**config.mk**
```make
export PLATFORM = sky130hd
export DESIGN_NAME = dma_channel_control
export DESIGN_NICKNAME = d
export VERILOG_FILES = /design/src/dma_ctl_pkg.sv /design/src/dma_channel_control.sv
export SDC_FILE = /design/constraint.sdc
export NUM_CORES = 2
export LEC_CHECK = 0
export BUFFER_PORTS_ARGS = -buffer_cell sky130_fd_sc_hd__buf_4
export CORE_UTILIZATION = 50
export DETAILED_ROUTE_END_ITERATION = 16
export PLACE_DENSITY = 0.67
export SLEW_MARGIN = 20
export SYNTH_ARGS = -nofsm -noshare
export SYNTH_HDL_FRONTEND = slang
export SYNTH_SLANG_ARGS = --single-unit
```
**constraint.sdc**
```tcl
create_clock -name clk_i -period 15 [get_ports clk_i]
set_clock_uncertainty 0.05 [all_clocks]
set_input_delay 3 -clock clk_i [delete_from_list [all_inputs] [get_ports clk_i]]
set_output_delay 3 -clock clk_i [all_outputs]
set_load 0.01 [all_outputs]
```
**src/dma_ctl_pkg.sv**
```systemverilog
// What this block does
// - writing start launches a channel; setup checked, ready state if clean
// - entering ready state sets the running flag
// - internal trigger requests the bus straight after ready
// - external trigger waits in ready for its request line
// - trigger-select bit picks internal or external request source
// - normal end when byte count reaches zero, on a width boundary
// - each transfer lowers count by width; non-peripheral addresses step by width if enabled
// - setup error before any data; registers kept; abort and setup-error set
// - error if both peripheral bits, start with done/abort set, or count zero
// - error if count or addresses are not multiples of the width
// - error on illegal transfer width and port width combination
// - bus error ends channel, sets abort and source or dest fault
// - fixed priority, channel 0 highest, channel 3 lowest
// - higher request suspends lower channel, which resumes afterwards
// - channel switch only after holding buffer is written out
// - priority only among channels with the same bus request type
// - normal end sets done flag; interrupt if done enable set
// - abort sets abort flag; interrupt if abort enable set
// - 32-bit holding buffer packs narrow reads and unpacks wide reads
// - all state changes on rising system clock edges
//
// Purpose: constants for the four channel transfer controller
// Assumes: 32-bit classic wishbone register bus
// Notes:   one register window of eight words per channel
package dma_ctl_pkg;
  localparam int  NUM_CH       = 4;
  localparam int  WB_AW        = 8;
  // ---------------------------------------------------------------
  // register map
  // ---------------------------------------------------------------
  localparam logic [2:0] REG_CTRL = 3'h0; // channel_control_reg, 0x00
  localparam logic [2:0] REG_STAT = 3'h1; // channel_status_reg, 0x04
  localparam logic [2:0] REG_SRC  = 3'h2; // source_addr_reg, 0x08
  localparam logic [2:0] REG_DST  = 3'h3; // dest_addr_reg, 0x0C
  localparam logic [2:0] REG_CNT  = 3'h4; // byte_count_reg, 0x10
  // ---------------------------------------------------------------
  // control fields
  // ---------------------------------------------------------------
  localparam int C_START = 0;
  localparam int C_EXT   = 1; // external_trigger_select
  localparam int C_SPER  = 2; // source_is_peripheral
  localparam int C_DPER  = 3; // dest_is_peripheral
  localparam int C_TW    = 4; // transfer_width, 2 bits
  localparam int C_PW    = 6; // peripheral_port_width, 2 bits
  localparam int C_SINC  = 8;
  localparam int C_DINC  = 9;
  localparam int C_DIE   = 10; // done_irq_enable
  localparam int C_AIE   = 11; // abort_irq_enable
  localparam int C_RTYP  = 12; // 0 type a, 1 type b
  localparam logic [12:0] CTRL_RST = 13'h0000;
  // ---------------------------------------------------------------
  // status fields
  // ---------------------------------------------------------------
  localparam int S_RUN  = 0;
  localparam int S_DONE = 1;
  localparam int S_ABRT = 2;
  localparam int S_CONF = 3;
  localparam int S_BES  = 4; // source_bus_fault
  localparam int S_BED  = 5; // dest_bus_fault
  localparam logic [5:0] STAT_RST = 6'h00;
  // width codes: 0x is 32 bits, 10 is 16 bits, 11 is 8 bits
  localparam logic [1:0] W16 = 2'h2;
  localparam logic [1:0] W8  = 2'h3;

  typedef enum logic [2:0] {
    ST_IDLE  = 3'b001,
    ST_READ  = 3'b010,
    ST_WRITE = 3'b100
  } eng_state_t;
endpackage : dma_ctl_pkg

```
**src/dma_channel_control.sv**
```systemverilog
// Purpose: four channel dual-address transfer controller channel logic
// Assumes: system bus slave answers each request with ack or err
// Notes:   registers over classic wishbone, one clock domain
`timescale 1ns/10ps
module dma_channel_control #(
  parameter int CH = dma_ctl_pkg::NUM_CH
) (
  input  wire logic                         clk_i,
  input  wire logic                         rst_i,
  input  wire logic                         ce_i,
  input  wire logic                         wb_cyc_i,
  input  wire logic                         wb_stb_i,
  input  wire logic                         wb_we_i,
  input  wire logic [dma_ctl_pkg::WB_AW-1:0] wb_adr_i,
  input  wire logic [3:0]                   wb_sel_i,
  input  wire logic [31:0]                  wb_dat_i,
  output logic      [31:0]                  wb_dat_o,
  output logic                              wb_ack_o,
  input  wire logic [CH-1:0]                external_transfer_request_n_i,
  output logic      [CH-1:0]                channel_irq_o,
  output logic                              bm_req_o,
  output logic                              bm_we_o,
  output logic      [31:0]                  bm_addr_o,
  output logic      [1:0]                   bm_size_o,
  output logic      [31:0]                  bm_wdata_o,
  input  wire logic [31:0]                  bm_rdata_i,
  input  wire logic                         bm_ack_i,
  input  wire logic                         bm_err_i
);
  import dma_ctl_pkg::*;

  if (CH != NUM_CH) begin : g_chk
    $error("channel count must be four");
  end

  // ---------------------------------------------------------------
  // helpers
  // ---------------------------------------------------------------
  function automatic logic [2:0] bytes_of(input logic [1:0] code);
    case (code)
      W16:     bytes_of = 3'h2;
      W8:      bytes_of = 3'h1;
      default: bytes_of = 3'h4;
    endcase
  endfunction : bytes_of

  function automatic logic [1:0] first_of(input logic [3:0] v);
    first_of = v[0] ? 2'h0 : v[1] ? 2'h1 : v[2] ? 2'h2 : 2'h3;
  endfunction : first_of

  // ---------------------------------------------------------------
  // state
  // ---------------------------------------------------------------
  logic [12:0] ctrl [CH];
  logic [5:0]  stat [CH];
  logic [31:0] sar  [CH];
  logic [31:0] dar  [CH];
  logic [31:0] bcr  [CH];
  logic [CH-1:0] pend;
  eng_state_t  state;
  logic [1:0]  cur;
  logic [1:0]  beat;
  logic [31:0] hold; // holding_buffer
  logic        turn;
  logic        xfer_done;
  logic        err_src;
  logic        err_dst;

  // ---------------------------------------------------------------
  // bus decode
  // ---------------------------------------------------------------
  wire        wb_hit   = wb_cyc_i & wb_stb_i & ~wb_ack_o;
  wire [1:0]  a_ch     = wb_adr_i[6:5];
  wire [2:0]  a_reg    = wb_adr_i[4:2];
  wire        a_ok     = (wb_adr_i[7] == 1'b0) && (a_reg <= REG_CNT);
  wire        wr       = wb_hit & wb_we_i & a_ok;
  wire [31:0] bmask    = {{8{wb_sel_i[3]}}, {8{wb_sel_i[2]}},
                          {8{wb_sel_i[1]}}, {8{wb_sel_i[0]}}};
  wire [31:0] rd_ctrl  = {19'h0, ctrl[a_ch]};
  wire [31:0] rd_stat  = {26'h0, stat[a_ch]};
  wire [31:0] rd_mux   = !a_ok ? 32'h0 :
                         (a_reg == REG_CTRL) ? rd_ctrl :
                         (a_reg == REG_STAT) ? rd_stat :
                         (a_reg == REG_SRC)  ? sar[a_ch] :
                         (a_reg == REG_DST)  ? dar[a_ch] : bcr[a_ch];

  // ---------------------------------------------------------------
  // current channel transfer geometry
  // ---------------------------------------------------------------
  wire [12:0] cc      = ctrl[cur];
  wire [2:0]  tw      = bytes_of(cc[C_TW +: 2]);
  wire [2:0]  pw      = bytes_of(cc[C_PW +: 2]);
  wire [2:0]  rsz     = cc[C_SPER] ? pw : tw;
  wire [2:0]  wsz     = cc[C_DPER] ? pw : tw;
  wire [1:0]  rlast   = 2'((tw / rsz) - 3'h1);
  wire [1:0]  wlast   = 2'((tw / wsz) - 3'h1);
  wire [4:0]  roff    = 5'({beat, 3'h0} * rsz);
  wire [4:0]  woff_n  = 5'({2'(beat + 2'h1), 3'h0} * wsz);
  wire [3:0]  rbm     = 4'((4'h1 << rsz) - 4'h1) << roff[4:3];
  wire [31:0] rmask   = {{8{rbm[3]}}, {8{rbm[2]}}, {8{rbm[1]}}, {8{rbm[0]}}};
  // pack read data into its byte lanes of the holding buffer
  wire [31:0] next_hold = (hold & ~rmask) | ((bm_rdata_i << roff) & rmask);

  // ---------------------------------------------------------------
  // request and arbitration
  // ---------------------------------------------------------------
  logic [CH-1:0] want;
  logic [CH-1:0] type_b;
  for (genvar i = 0; i < CH; i++) begin : g_want
    // internal trigger asks at once, external waits for pend
    assign want[i]   = stat[i][S_RUN] & (~ctrl[i][C_EXT] | pend[i]);
    assign type_b[i] = ctrl[i][C_RTYP];
  end

  // each request type ranked on its own, types alternate
  wire [CH-1:0] want_a   = want & ~type_b;
  wire [CH-1:0] want_b   = want & type_b;
  wire          pick_b   = (want_b != '0) & ((want_a == '0) | turn);
  wire [1:0]    grant    = first_of(pick_b ? want_b : want_a);
  wire          any_want = (want != '0);

  // ---------------------------------------------------------------
  // transfer engine, one transfer read then written
  // ---------------------------------------------------------------
  always_ff @(posedge clk_i) begin
    if (rst_i) begin
      state      <= ST_IDLE;
      cur        <= 2'h0;
      beat       <= 2'h0;
      hold       <= 32'h0;
      turn       <= 1'b0;
      bm_req_o   <= 1'b0;
      bm_we_o    <= 1'b0;
      bm_addr_o  <= 32'h0;
      bm_size_o  <= 2'h0;
      bm_wdata_o <= 32'h0;
      xfer_done  <= 1'b0;
      err_src    <= 1'b0;
      err_dst    <= 1'b0;
    end else if (ce_i) begin
      xfer_done <= 1'b0;
      err_src   <= 1'b0;
      err_dst   <= 1'b0;
      case (state)
        ST_IDLE: begin
          // a new grant only between whole transfers
          // and not while a faulted channel still shows running
          if (any_want && !xfer_done && !err_src && !err_dst) begin
            cur       <= grant;
            turn      <= ~pick_b;
            beat      <= 2'h0;
            bm_req_o  <= 1'b1;
            bm_we_o   <= 1'b0;
            bm_addr_o <= sar[grant];
            bm_size_o <= 2'(bytes_of(ctrl[grant][C_SPER] ? ctrl[grant][C_PW +: 2]
                                                         : ctrl[grant][C_TW +: 2]) - 3'h1);
            state     <= ST_READ;
          end
        end
        ST_READ: begin
          if (bm_err_i) begin
            bm_req_o <= 1'b0;
            err_src  <= 1'b1;
            state    <= ST_IDLE;
          end else if (bm_ack_i) begin
            hold <= next_hold;
            if (beat == rlast) begin
              beat       <= 2'h0;
              bm_we_o    <= 1'b1;
              bm_addr_o  <= dar[cur];
              bm_size_o  <= 2'(wsz - 3'h1);
              bm_wdata_o <= next_hold; // unpack starts at lane 0
              state      <= ST_WRITE;
            end else begin
              beat <= 2'(beat + 2'h1);
            end
          end
        end
        ST_WRITE: begin
          if (bm_err_i) begin
            bm_req_o <= 1'b0;
            err_dst  <= 1'b1;
            state    <= ST_IDLE;
          end else if (bm_ack_i) begin
            if (beat == wlast) begin
              bm_req_o  <= 1'b0;
              xfer_done <= 1'b1; // buffer empty, switch allowed
              state     <= ST_IDLE;
            end else begin
              beat       <= 2'(beat + 2'h1);
              bm_wdata_o <= hold >> woff_n;
            end
          end
        end
        default: begin
          bm_req_o <= 1'b0;
          state    <= ST_IDLE;
        end
      endcase
    end
  end

  // ---------------------------------------------------------------
  // per channel registers
  // ---------------------------------------------------------------
  for (genvar i = 0; i < CH; i++) begin : g_ch
    wire        sel_me  = wr & (a_ch == 2'(i));
    wire        w_ctrl  = sel_me & (a_reg == REG_CTRL);
    wire        w_stat  = sel_me & (a_reg == REG_STAT);
    wire [31:0] n_ctrl  = ({19'h0, ctrl[i]} & ~bmask) | (wb_dat_i & bmask);
    wire [2:0]  ntw     = bytes_of(n_ctrl[C_TW +: 2]);
    wire [2:0]  npw     = bytes_of(n_ctrl[C_PW +: 2]);
    wire [1:0]  amsk    = 2'(ntw - 3'h1);
    wire        go      = w_ctrl & n_ctrl[C_START] & ~stat[i][S_RUN];
    // setup checks on start
    wire        bad     = (n_ctrl[C_SPER] & n_ctrl[C_DPER])
                        | stat[i][S_DONE] | stat[i][S_ABRT]
                        | (bcr[i] == 32'h0)
                        | ((bcr[i][1:0] & amsk) != 2'h0)
                        | ((sar[i][1:0] & amsk) != 2'h0)
                        | ((dar[i][1:0] & amsk) != 2'h0)
                        | (npw > ntw);
    wire        mine    = (cur == 2'(i));
    wire        step    = xfer_done & mine;
    wire        last    = step & (bcr[i] == 32'(tw));
    wire        e_src   = err_src & mine;
    wire        e_dst   = err_dst & mine;
    wire        per_io  = ctrl[i][C_SPER] | ctrl[i][C_DPER];
    wire [5:0]  clr     = (w_stat ? wb_dat_i[5:0] & bmask[5:0] : 6'h0) & 6'h3E;

    // control and status; hardware set wins over software clear
    always_ff @(posedge clk_i) begin
      if (rst_i) begin
        ctrl[i] <= CTRL_RST;
        stat[i] <= STAT_RST;
      end else if (ce_i) begin
        if (w_ctrl)
          ctrl[i] <= {n_ctrl[12:1], 1'b0};
        stat[i] <= stat[i] & ~clr;
        if (go && bad) begin
          stat[i][S_ABRT] <= 1'b1;
          stat[i][S_CONF] <= 1'b1;
        end else if (go) begin
          stat[i][S_RUN] <= 1'b1;
        end
        if (last) begin
          stat[i][S_RUN]  <= 1'b0;
          stat[i][S_DONE] <= 1'b1;
        end
        if (e_src || e_dst) begin
          stat[i][S_RUN]  <= 1'b0;
          stat[i][S_ABRT] <= 1'b1;
          stat[i][S_BES]  <= stat[i][S_BES] | e_src;
          stat[i][S_BED]  <= stat[i][S_BED] | e_dst;
        end
      end
    end

    // count and addresses; untouched by a failed start
    always_ff @(posedge clk_i) begin
      if (rst_i) begin
        sar[i] <= 32'h0;
        dar[i] <= 32'h0;
        bcr[i] <= 32'h0;
      end else if (ce_i) begin
        if (step) begin
          bcr[i] <= bcr[i] - 32'(tw);
          if (ctrl[i][C_SINC] && !ctrl[i][C_SPER])
            sar[i] <= sar[i] + 32'(tw);
          if (ctrl[i][C_DINC] && !ctrl[i][C_DPER])
            dar[i] <= dar[i] + 32'(tw);
        end else begin
          if (sel_me && a_reg == REG_SRC)
            sar[i] <= (sar[i] & ~bmask) | (wb_dat_i & bmask);
          if (sel_me && a_reg == REG_DST)
            dar[i] <= (dar[i] & ~bmask) | (wb_dat_i & bmask);
          if (sel_me && a_reg == REG_CNT)
            bcr[i] <= (bcr[i] & ~bmask) | (wb_dat_i & bmask);
        end
      end
    end

    // external request held while ready
    always_ff @(posedge clk_i) begin
      if (rst_i) begin
        pend[i] <= 1'b0;
      end else if (ce_i) begin
        if (!stat[i][S_RUN] || last || e_src || e_dst)
          pend[i] <= 1'b0;
        else if (ctrl[i][C_EXT] && !external_transfer_request_n_i[i])
          pend[i] <= 1'b1;
        else if (step && per_io)
          pend[i] <= 1'b0; // one transfer per peripheral request
      end
    end

    // interrupt level from flags and enables
    always_ff @(posedge clk_i) begin
      if (rst_i)
        channel_irq_o[i] <= 1'b0;
      else if (ce_i)
        channel_irq_o[i] <= (stat[i][S_DONE] & ctrl[i][C_DIE])
                          | (stat[i][S_ABRT] & ctrl[i][C_AIE]);
    end
  end

  // ---------------------------------------------------------------
  // wishbone answer, one wait state, unmapped reads zero
  // ---------------------------------------------------------------
  always_ff @(posedge clk_i) begin
    if (rst_i) begin
      wb_ack_o <= 1'b0;
      wb_dat_o <= 32'h0;
    end else if (ce_i) begin
      wb_ack_o <= wb_hit;
      wb_dat_o <= wb_hit ? rd_mux : 32'h0;
    end
  end
endmodule : dma_channel_control

```
==> metrics.txt <==
Largest stage delay, worst path 0.82 ns; syn_nets 4297; worst vdd ir 0.0667 mV; XOR/XNOR Fraction of Synth Area 0.0614; nets 4320; multi-input logic area 22300 um^2; # hold bufs at CTS 0; status finished, final reports clean; pwr dens 98.6 nW/um^2; DR iter-0 viols 5769; clk sinks 610; sequential fraction of the synthesis area 0.414; Boundary Pins 193; core area 80300 um^2; CP arrival 6.93 ns; RePlAce Congestion 1.00; Critical path buffers and inverters 1; CTS tree done; WS Path Type in2reg; Synth Instances 4144; CTS resizes 0; hpwl dp 102 mm; Via Count 36300; share of layout cells above drive strength 1 0.142; grt ovf 0; Die Y 287 um; # fillers 7031; flops & latches, synth 610; Area growth syn-to-layout 10.8%; Starting Density 0.505; final WL 140 mm; Clk Latency, worst-skew pair 0.63 ns; crit share post-route 0.435; Avg WL per Cell 26.6 um; Reg clk slew, reported paths 0.06 ns; initial antenna violation count 3; Antenna Nets Post-Route 0; area leader, netlist edfxtp_1; area share of and/or/nand/nor cells after synthesis 0.156; Avg Cell Area, Syn 9.78 um^2; # rows 104; vias per cell 6.88; most frequent cells in the layout 456 x edfxtp_1, 425 x nand2_1, 330 x nor2_1; Yosys warning count 0; CP most frequent cell a21oi_1; ranking of synthesized cells by area edfxtp_1 34%, mux4_2 8.3%, dfxtp_1 7.6%, o22ai_1 4.8%, nand2_1 4.0%; Chip Width 287 um; Synth async-reset ratio 0; Max Clk Rate 153 MHz; Setup violations, final 0; Compound-Gate Fraction of Synth Area 0.197; register area 16800 um^2; post-CTS setup buffers 0; post-synth cell types 94; die area 82200 um^2; Residual DRC 0; Hold WC Path Type reg2reg; RSZ-0062 raised after global routing false; CP Cell Sequence buf_4 -> nand2_1 -> a21boi_0 -> nor2_1 -> ha_1 -> a21o_1 -> a21oi_1 -> a31oi_1 -> a311oi_1 -> o41ai_1 -> nor4_1 -> a21oi_1 -> nor3_1; CP max FO 41; CP Capture Type register; CP required 15.41 ns; maximum buffer depth of the clock tree 3; CP top delay family compound AO/OA/AOI/OAI gates; worst slack on hold paths 0.401 ns; Post-Synth Adder-Cell Area 0.0249; Slew HR 0.270; first-pass iteration count of the detailed router 6; largest net degree at the start of global routing 91; multiplexer share of the synthesized area 0.108; most common cell after layout, fill and taps aside edfxtp_1; H-tree Lvls 3; Final TNS setup 0 ns; Port Buf Inserts 190; total of max-cap violations 0; Slew Limit Fails 0; Slew @ Worst Pin 1.09 ns; EDFF count, synth 456; leakage power 0.0152 uW; Final Hold Fails 0; vias in the first global route 33800; CP max stage cell nand2_1; first-pass GRT wire length 210 mm; main combinational cell family by area after synthesis compound AO/OA/AOI/OAI gates; post-layout minimum cycle time 6.52 ns; Root Buffer clkbuf_16; Synth top area share 0.338; synthesized area 40500 um^2; total CTS buffers 70; Startpoint Class input port; Post-synth top flop edfxtp_1; All-Layer GR Usage 0.335
[final timing paths]
path,start,to,slack (ns),cells after the start
hold / removal,bm_wdata_o[7],bm_wdata_o[7],0.40,2
hold reg to reg,bm_wdata_o[7],bm_wdata_o[7],0.40,2
setup reg to reg,register,bm_wdata_o[31],8.81,20
setup / recovery,wb_sel_i[0],stat[3][0],8.48,13
[metrics by stage]
stage	worst slack, ns	area, um^2	utilization	cells	power (uW)
after CTS	8.72	44800	0.558	5276	4400
after floorplan	9.19	40500	-	4144	2420
after global placement	8.14	42600	0.530	5153	2670
after global routing	8.31	44900	0.559	5278	4540
after detailed placement	8.13	42600	0.530	5153	2680
final	8.48	44900	0.559	5279	4430
[worst register-to-register path, stage by stage, from the launching register on]
cell and delay [ns]:
dfxtp_2 0.31, buf_4 0.49, mux4_2 0.32, buf_4 0.45
nand2_1 0.31, o21ai_2 0.34, inv_1 0.12, ha_1 0.28
a21oi_1 0.19, ha_1 0.30, nand2_1 0.07, a21oi_1 0.05
o31a_4 0.39, mux2_2 0.28, ha_1 0.27, a21oi_1 0.07
or2_2 0.27, mux2i_1 0.47, o21a_1 0.72, a211oi_1 0.14
nor3_1 0.20
[where the power goes]
group / internal, uW / switching (uW)
Combinational: 268 / 441
Sequential: 1870 / 83.7
Clock: 1010 / 746
[layout make-up]
type / count / share of cell area
Sequential cell: 610 / 0.374
Clock buffer: 88 / 0.0439
Antenna cell: 1 / 0.0000557
Multi-Input combinational cell: 3148 / 0.496
Tap cell: 1060 / 0.0295
Timing Repair Buffer: 256 / 0.0436
Inverter: 81 / 0.00677
Clock inverter: 35 / 0.00658
[kinds of logic (layout without fill, tap and decap cells)]
group	after synthesis	in the layout
simple gates	1329	1329
flops	610	610
fa+ha+maj	75	75
xor+xnor	283	283
buf+inv	386	460
compound gates	1212	1212
mux	248	248
other cells	1	2
[layer usage]
layer / GRT usage / up-vias / wire, um
li1: - / 16000 / -
met4: 0.117 / 6 / 4780
met3: 0.0826 / 266 / 18300
met2: 0.500 / 2279 / 61700
met5: 0 / - / 34
met1: 0.472 / 17700 / 55500
[synth_stat cells (all sizes together) (32+ instances only)]
cell type	number
a31oi	34
ha	53
xnor2	144
nand3	103
o22ai	312
mux2i	70
o21ai	181
and3	57
nand2	429
edfxtp	456
o21a	45
xor2	139
inv	80
o211ai	32
mux4	149
clkbuf	249
a21oi	249
buf	56
nor4	35
nor3	96
nor2	334
o221ai	84
nand2b	54
nor2b	54
nand4	48
a211oi	80
dfxtp	154
(Power assumes the default switching activity.)
